--- src/verilog/rcsc_pkg.sv ---
package rcsc_pkg;

  // ----------------------------------------------------------------
  // Register map
  // ----------------------------------------------------------------
  localparam int RCSC_AW = 4;
  localparam int RCSC_DW = 8;
  localparam logic [3:0] RCSC_ADDR_SRC_EN = 4'h0;
  localparam logic [3:0] RCSC_ADDR_CLK = 4'h1;
  localparam logic [3:0] RCSC_ADDR_WDOG = 4'h2;
  localparam logic [3:0] RCSC_ADDR_CAUSE = 4'h3;
  localparam logic [3:0] RCSC_ADDR_SWRST = 4'h4;

  // Source enable bit positions
  localparam int RCSC_B_WDOG = 0;
  localparam int RCSC_B_MCLK = 1;
  localparam int RCSC_B_CMP = 2;
  localparam int RCSC_B_SW = 3;
  localparam int RCSC_B_CNV = 4;
  localparam int RCSC_NSRC = 5;

  // Cause bits: the five gated sources then supply monitor, pin
  localparam int RCSC_B_SUPPLY = 5;
  localparam int RCSC_B_PIN = 6;
  localparam int RCSC_NCAUSE = 7;

  localparam logic [4:0] RCSC_SRC_EN_RST = 5'h0F;
  // Cause after a hard reset reads as a supply event
  localparam logic [6:0] RCSC_CAUSE_RST = 7'h20;
  localparam logic [7:0] RCSC_SWRST_KEY = 8'hA5;
  localparam logic [7:0] RCSC_WDOG_LOCK_KEY = 8'h5A;
  localparam int RCSC_CLK_SEL_BIT = 0;
  localparam int RCSC_WDOG_LOCK_BIT = 0;

  // ----------------------------------------------------------------
  // Timing
  // ----------------------------------------------------------------
  localparam int RCSC_CLK_HZ = 20_000_000;
  localparam int RCSC_INT_OSC_MAX_HZ = 16_000_000;
  localparam int RCSC_POR_OUT_NS = 1000;
  localparam int RCSC_POR_OUT_CYC =
    (RCSC_POR_OUT_NS * (RCSC_CLK_HZ / 1_000_000) + 999) / 1000;

  typedef enum logic [1:0] {
    RCSC_CLK_INT = 2'b00,
    RCSC_CLK_EXT = 2'b01
  } rcsc_clk_t;

  typedef enum logic [1:0] {
    RCSC_ST_RESET = 2'b00,
    RCSC_ST_RUN = 2'b01
  } rcsc_state_t;

  typedef struct packed {
    logic supply_low;
    logic watchdog_unit;
    logic missing_clk;
    logic cmp_level;
    logic conversion_start_pin;
    logic rst_pin_low;
  } rcsc_src_t;

  typedef struct packed {
    rcsc_state_t state;
    logic [RCSC_NSRC-1:0] src_en;
    logic wdog_locked;
    logic sw_req;
    rcsc_clk_t clk_sel;
    logic [RCSC_NCAUSE-1:0] cause;
    logic [7:0] por_cnt;
    logic rst_out;
    logic [RCSC_DW-1:0] rdata;
  } rcsc_st_t;

endpackage : rcsc_pkg

--- src/verilog/rcsc_top.sv ---
`timescale 1ns/1ps
// ------------------------------------------------------------------
// Overview of operation
// - Seven sources reset: supply, watchdog, clock loss, comparator, sw, pins.
// - Reset pin is bidirectional; device drives its power-on reset out.
// - All sources maskable except supply monitor and reset pin.
// - After power-on, software may lock watchdog enabled permanently.
// - Any reset selects internal oscillator as system clock.
// - Software switches internal/external oscillator without reset.
// - Internal oscillator offers fast clock up to 16 MHz.
// ------------------------------------------------------------------
module rcsc_top
  import rcsc_pkg::*;
#(
  parameter int POR_OUT_CYC = RCSC_POR_OUT_CYC
) (
  // Clock and reset
  input wire logic i_clk_sys,
  input wire logic i_rst,
  // Reset sources
  input wire rcsc_src_t i_src,
  // Reset pin output driver, open drain low
  output logic o_rst_pin_out,
  output logic o_rst_pin_oe,
  // System outputs
  output logic o_sys_rst,
  output logic o_clk_sel_ext,
  output logic o_int_osc_fast,
  // Register port
  input wire logic [RCSC_AW-1:0] i_addr,
  input wire logic [RCSC_DW-1:0] i_wdata,
  input wire logic i_wr,
  input wire logic i_rd,
  output logic [RCSC_DW-1:0] o_rdata
);

  rcsc_st_t st_reg;
  rcsc_st_t st_next;
  logic [RCSC_NCAUSE-1:0] active;
  logic any_active;
  logic [RCSC_NSRC-1:0] eff_en;

  // ----------------------------------------------------------------
  // Source combining
  // ----------------------------------------------------------------
  always_comb begin
    eff_en = st_reg.src_en;
    eff_en[RCSC_B_WDOG] = st_reg.src_en[RCSC_B_WDOG]
      | st_reg.wdog_locked;
    active[RCSC_B_WDOG] = i_src.watchdog_unit & eff_en[RCSC_B_WDOG];
    active[RCSC_B_MCLK] = i_src.missing_clk & eff_en[RCSC_B_MCLK];
    active[RCSC_B_CMP] = i_src.cmp_level & eff_en[RCSC_B_CMP];
    active[RCSC_B_SW] = st_reg.sw_req & eff_en[RCSC_B_SW];
    active[RCSC_B_CNV] =
      i_src.conversion_start_pin & eff_en[RCSC_B_CNV];
    // Never maskable
    active[RCSC_B_SUPPLY] = i_src.supply_low;
    active[RCSC_B_PIN] = i_src.rst_pin_low;
    any_active = |active;
  end

  // ----------------------------------------------------------------
  // Next state
  // ----------------------------------------------------------------
  always_comb begin
    st_next = st_reg;
    st_next.sw_req = 1'b0;
    st_next.rdata = '0;
    if (i_rd) begin
      unique case (i_addr)
        RCSC_ADDR_SRC_EN: st_next.rdata = RCSC_DW'(st_reg.src_en);
        RCSC_ADDR_CLK: st_next.rdata = RCSC_DW'(st_reg.clk_sel);
        RCSC_ADDR_WDOG: st_next.rdata = RCSC_DW'(st_reg.wdog_locked);
        RCSC_ADDR_CAUSE: st_next.rdata = RCSC_DW'(st_reg.cause);
        default: st_next.rdata = '0;
      endcase
    end
    if (i_wr && st_reg.state == RCSC_ST_RUN) begin
      unique case (i_addr)
        RCSC_ADDR_SRC_EN: begin
          st_next.src_en = i_wdata[RCSC_NSRC-1:0];
        end
        RCSC_ADDR_CLK: begin
          st_next.clk_sel = i_wdata[RCSC_CLK_SEL_BIT] ?
            RCSC_CLK_EXT : RCSC_CLK_INT;
        end
        RCSC_ADDR_WDOG: begin
          // Lock only once, sticky until the next power-on
          if (i_wdata == RCSC_WDOG_LOCK_KEY) begin
            st_next.wdog_locked = 1'b1;
          end
        end
        RCSC_ADDR_SWRST: begin
          st_next.sw_req = (i_wdata == RCSC_SWRST_KEY);
        end
        default: ;
      endcase
    end
    if (st_reg.por_cnt != '0) begin
      st_next.por_cnt = st_reg.por_cnt - 8'h01;
    end
    st_next.rst_out = (st_reg.por_cnt != '0) | i_src.supply_low;
    unique case (st_reg.state)
      RCSC_ST_RESET: begin
        st_next.clk_sel = RCSC_CLK_INT;
        st_next.sw_req = 1'b0;
        if (!any_active) begin
          st_next.state = RCSC_ST_RUN;
        end
      end
      RCSC_ST_RUN: begin
        if (any_active) begin
          st_next.state = RCSC_ST_RESET;
          st_next.cause = active;
          st_next.clk_sel = RCSC_CLK_INT;
        end
      end
      default: st_next.state = RCSC_ST_RESET;
    endcase
    // Supply loss counts as power-on: clears the watchdog lock
    if (i_src.supply_low) begin
      st_next.wdog_locked = 1'b0;
      st_next.src_en = RCSC_SRC_EN_RST;
      st_next.por_cnt = 8'(POR_OUT_CYC);
    end
  end

  // ----------------------------------------------------------------
  // State register
  // ----------------------------------------------------------------
  always_ff @(posedge i_clk_sys or posedge i_rst) begin
    if (i_rst) begin
      st_reg.state <= RCSC_ST_RESET;
      st_reg.src_en <= RCSC_SRC_EN_RST;
      st_reg.wdog_locked <= 1'b0;
      st_reg.sw_req <= 1'b0;
      st_reg.clk_sel <= RCSC_CLK_INT;
      st_reg.cause <= RCSC_CAUSE_RST;
      st_reg.por_cnt <= 8'(POR_OUT_CYC);
      st_reg.rst_out <= 1'b1;
      st_reg.rdata <= '0;
    end else begin
      st_reg <= st_next;
    end
  end

  // ----------------------------------------------------------------
  // Outputs
  // ----------------------------------------------------------------
  // Pin is pulled low only while driven; no high drive
  assign o_rst_pin_out = 1'b0;
  assign o_rst_pin_oe = st_reg.rst_out;
  assign o_sys_rst = (st_reg.state == RCSC_ST_RESET);
  assign o_clk_sel_ext = (st_reg.clk_sel == RCSC_CLK_EXT);
  // Fast internal clock always offered; divider sits outside
  assign o_int_osc_fast = (RCSC_INT_OSC_MAX_HZ > 0);
  assign o_rdata = st_reg.rdata;

endmodule : rcsc_top
--- config.mk ---
export PLATFORM = sky130hd
export DESIGN_NAME = rcsc_top
export DESIGN_NICKNAME = d
export VERILOG_FILES = /design/src/verilog/rcsc_pkg.sv /design/src/verilog/rcsc_top.sv
export SDC_FILE = /design/constraint.sdc
export NUM_CORES = 1
export LEC_CHECK = 0
export BUFFER_PORTS_ARGS = -buffer_cell sky130_fd_sc_hd__buf_2
export CELL_PAD_IN_SITES_DETAIL_PLACEMENT = 0
export CELL_PAD_IN_SITES_GLOBAL_PLACEMENT = 2
export CORE_UTILIZATION = 36
export DETAILED_ROUTE_END_ITERATION = 6
export PLACE_DENSITY = 0.86
export SLEW_MARGIN = 20
export SYNTH_ARGS = -nofsm -noshare
export SYNTH_HDL_FRONTEND = slang
export SYNTH_SLANG_ARGS = --single-unit
--- constraint.sdc ---
create_clock -name i_clk_sys -period 3.3 [get_ports i_clk_sys]
set_input_delay 0.495 -clock i_clk_sys [delete_from_list [all_inputs] [get_ports i_clk_sys]]
set_output_delay 0.495 -clock i_clk_sys [all_outputs]
set_load 0.1 [all_outputs]
== Yosys cells after proc, flatten, opt, wreduce, memory -nomap -nowiden ==
Index checks and enable logic that the tools add are counted.

* Register bits after elaboration: 35
* Latch bits: 0
* RAM bits: 0
* Bits in read-only memories: 0
* Input bits: 22
* Output and inout bits: 13
* Word-level logic and storage cells: 59
* Memories: 0

* $add $sub $neg: 1
* $mul: 0
* Div/mod/pow operators: 0
* $lt $le $gt $ge: 0
* Eq/ne operators: 10
* Shifts and indexed selects: 0
* Mux-type cells: 18
* Bitwise operators: 7
* Reduce and logical (&&, ||, !) cells: 14

{| class="wikitable"
|+ Operator list
! cell !! number
|-
| 7-bit case mux with 4 select lines || 1
|-
| 9-bit two-way mux || 2
|-
| 8-bit two-way mux || 2
|-
| 2-bit nonzero test || 5
|-
| 4-bit by 2-bit == test with 1-bit output, second input constant || 2
|-
| 8-bit by 7-bit == test with 1-bit output, second input constant || 1
|-
| 8-bit == test, second input constant || 1
|-
| 2-bit case mux with 2 select lines || 2
|-
| 8-bit nonzero test || 1
|-
| 8-bit by 1-bit subtractor with 8-bit output, second input constant || 1
|-
| 7-bit two-way mux || 1
|-
| 7-bit OR reduction || 1
|-
| 2-bit two-way mux || 3
|-
| 6-bit two-way mux || 1
|-
| 2-bit AND reduction || 3
|-
| 1-bit bitwise AND || 5
|-
| 1-bit two-way mux || 5
|-
| 5-bit two-way mux || 1
|-
| 2-bit by 1-bit == test with 1-bit output, second input constant || 2
|-
| 4-bit by 1-bit == test with 1-bit output, second input constant || 1
|-
| 4-bit by 3-bit == test with 1-bit output, second input constant || 1
|-
| 4-bit zero test || 1
|-
| 2-bit inequality test, second input constant || 2
|-
| 3-bit AND reduction || 1
|-
| 3 further kinds || 4
|}

== Longest topological paths before layout ==
* Depth in word-level cells: 6
* Gate-level depth with buffers: 8
* Gate-level depth less buffers: 5

== Worst setup path before layout ==
Ideal clock, no wire load.

* Kind: reg2out
* From: register st_reg[25] in the netlist's numbering
* To: output o_clk_sel_ext
* Data arrival time: 1713 ps
* Data required time: 2805 ps
* Slack: 1092 ps
* Stages on the path, launching flop included: 2
* Path through: dfrtp_1 nor2b_1

* Longest elaborated chain between the ends: 1

{| class="wikitable"
|+ RTL lines
! item !! RTL line !! source
|-
| start, declared || rcsc_top.sv:37 || <nowiki>rcsc_st_t st_reg;</nowiki>
|-
| start signal, assigned || rcsc_top.sv:143 || <nowiki>st_reg <= st_next;</nowiki>
|-
| 2-bit by 1-bit == test with 1-bit output || rcsc_top.sv:154 || <nowiki>assign o_clk_sel_ext = (st_reg.clk_sel == RCSC_CLK_EXT);</nowiki>
|-
| end, declared || rcsc_top.sv:27 || <nowiki>output logic o_clk_sel_ext,</nowiki>
|}

No other way between the ends.

== Worst setup path in the final report ==
* From: register st_reg[9] in the netlist's numbering
* To: register st_reg[9] in the netlist's numbering

* Longest elaborated chain between the ends: 3
* Elaborated cells on any way between the ends: 5
* Those cells by class: 1 x add/sub; 2 x mux; 2 x reduce/logical

{| class="wikitable"
|+ RTL lines
! item !! RTL line !! source
|-
| 8-bit by 1-bit subtractor with 8-bit output || rcsc_top.sv:100 || <nowiki>st_next.por_cnt = st_reg.por_cnt - 8'h01;</nowiki>
|-
| 8-bit two-way mux || rcsc_top.sv:99 || <nowiki>if (st_reg.por_cnt != '0) begin</nowiki>
|-
| 8-bit two-way mux || rcsc_top.sv:121 || <nowiki>if (i_src.supply_low) begin</nowiki>
|}

Parallel ways exist; a longest one is shown, timed or not. The select of a mux whose other input is x is not followed.
A chain may end at the register's enable or synchronous reset.

==> metrics <==
Placer Congestion 0.771; RSZ-0062 raised after global routing no; Final Cycle Share 0.606; outcome finished with violations; H-tree Lvls 2; footprint of the multi-input gates 716 sq um; Nets 213; hpwl dp 2.81 mm; Post-synth top cells 25 x dfrtp_1, 13 x nor2_1, 12 x inv_1, 12 x o21ai_0, 10 x buf_4; Hold Fails Final Rpt 0; Max Transition Viols Final 0; Hold Buf Count CTS 0; drt drc 6; Static Leak 0.876 nW; Post-Layout Cell Count 241; Critical Path Start st_reg[9]; P&R area growth vs syn 12.6%; DP Cell Count 233; Startpoint Class register; Worst path slowest cell or3b_2; Clock Tree Buf Depth 2; Max Fclk 0.500 GHz; Post-synth EDFFs 0; Mapped Area 0.00169 sq mm; CTS tree built; Post-Syn Area per Cell 10.3 sq um; Final Setup Violations 0; largest net degree at the start of global routing 23; Hold WS 0.205 ns; drt pass-1 iters 6; quantity of gates resized following cts 0; vias per inst 5.47; CTS root buf clkbuf_8; slew margin rel. 0.566; grt ovf 0; VDD IR max 396 uV; clock latency at the later pin of the worst-skew pair 0.29 ns; vias in the first global route 1,343; Critical Path Fanout Max 4; Mapped Cells 164; most frequent cell after synthesis dfrtp_1; critical-path cell list inv_1 > ha_1 > or3b_2 > or3_4 > mux2_4; Critical Path RT 3.48 ns; total wire length 3.71 mm; Worst setup EP type register; share of layout cells above drive strength 1 0.286; DR WL/cell 15.4 um; total number of vias 1,318; Layout fillers 435; clock net sink count 33; Maximum Capacitance Violations 0; Hold WC Path Type primary input to async pin; diode count 0; WS Path Type register to register; CORE AREA 0.00444 sq mm; Worst-path clk slew 0.06 ns; setup TNS 0 ns; max FFs per register 21; initial antenna violation count 0; Cell Pwr Density 561 mW/mm^2; Netlist cell types 43; FF-to-FF Start st_reg[9]; reg2reg path depth 5; Seq/Total Area, Yosys 0.494; Post-DRT Antenna Nets 0; num rows 24; die footprint 0.00498 sq mm; synth warn 0; I/O pins 35; DR iter-0 viols 95; failing checks design-rule violations; Starting Density 0.381; Yosys top cell area share 0.370; total track usage 0.168; register area 836 sq um; die width 70.6 um; crit path DAT 2.17 ns; synthesis-stage register bit count 33; clk_skew 0.00422 ns; Die Y 70.6 um; first-pass GRT wire length 6.39 mm; synth top area cells dfrtp_1 37%, dfstp_2 12%, buf_4 4.4%, o21ai_0 3.6%, nor2_1 2.9%; Main synth FF type dfrtp_1; Post-CTS Setup Repair Bufs 0; Worst Tran Pin Value 0.649 ns; Pwr Total 1.07 mW; Port Buf Inserts 31; TritonCTS Buffers 5; asr flop ratio synth 1.00; cell taking the most area after synthesis dfrtp_1; crit-path max cell delay 0.48 ns; fin crit period 2.00 ns
-- cells by family (layout without fill, tap and decap cells) --
family	after synthesis	after routing	synth area share
compound gates	34	34	0.133
xor+xnor	1	1	0.00518
fa+ha+maj	3	3	0.0222
buf+inv	28	52	0.0851
flops	33	33	0.494
mux	6	6	0.0473
other cells	2	3	0.00444
simple gates	57	57	0.209
-- path summary, 6_finish.rpt --
path                         endpoint  slack (ns)
max                         st_reg[9]        1.30
min                        st_reg[10]        0.20
max reg2reg                 st_reg[9]        1.30
min reg2reg                st_reg[23]        0.52
max in group asynchronous  st_reg[28]        2.39
min in group i_clk_sys     st_reg[26]        0.43
-- cell usage in the layout, fill, tap and decap left out, types with 4 or more instances in the layout --
master	n
buf_2	31
dfrtp_1	25
nor2_1	13
inv_1	12
o21ai_0	12
dfstp_2	8
and3_1	7
a21oi_1	7
nand3_1	5
a22oi_1	5
clkbuf_8	5
a211o_1	4
nand4_1	4
-- per-stage QoR --
stage | area, sq um | setup slack (ns) | utilization
after detailed placement | 1820 | 1.32 | 0.410
final | 1900 | 1.30 | 0.428
after floorplan | 1700 | 1.09 | -
after CTS | 1900 | 1.31 | 0.428
after global placement | 1820 | 1.42 | 0.410
after global routing | 1900 | 1.22 | 0.428
-- area by class of cell --
type | instances | area share
Sequential cell | 33 | 0.439
Multi-Input combinational cell | 104 | 0.376
Timing Repair Buffer | 32 | 0.0854
Clock buffer | 8 | 0.0420
Tap cell | 52 | 0.0342
Inverter | 12 | 0.0237
-- per-layer routing --
| metal | global-route usage | wire length, um | up-vias | part of all wire |
|---|---|---|---|---|
| met4 | 0.0689 | 71 | 0 | 0.019 |
| met1 | 0.224 | 1670 | 622 | 0.45 |
| met5 | 0 | 0 | - | 0 |
| li1 | - | - | 625 | - |
| met3 | 0.0442 | 252 | 9 | 0.068 |
| met2 | 0.263 | 1720 | 62 | 0.46 |
-- worst max-delay path, delay by kind of cell, from the launching register on --
kind                       cells  cell delay [ns]
and+or+nand+nor                2             0.86
muxes                          1             0.30
DFF                            1             0.41
adders and majority gates      1             0.19
buffers and inverters          1             0.11
-- power by group --
part / switching [mW] / total [mW] / leakage [nW] / internal (mW)
Clock: 0.140 / 0.290 / 0.0395 / 0.150
Combinational: 0.182 / 0.276 / 0.418 / 0.0937
Sequential: 0.0399 / 0.503 / 0.419 / 0.464
Total: 0.362 / 1.07 / 0.876 / 0.707
(Power assumes the default switching activity.)
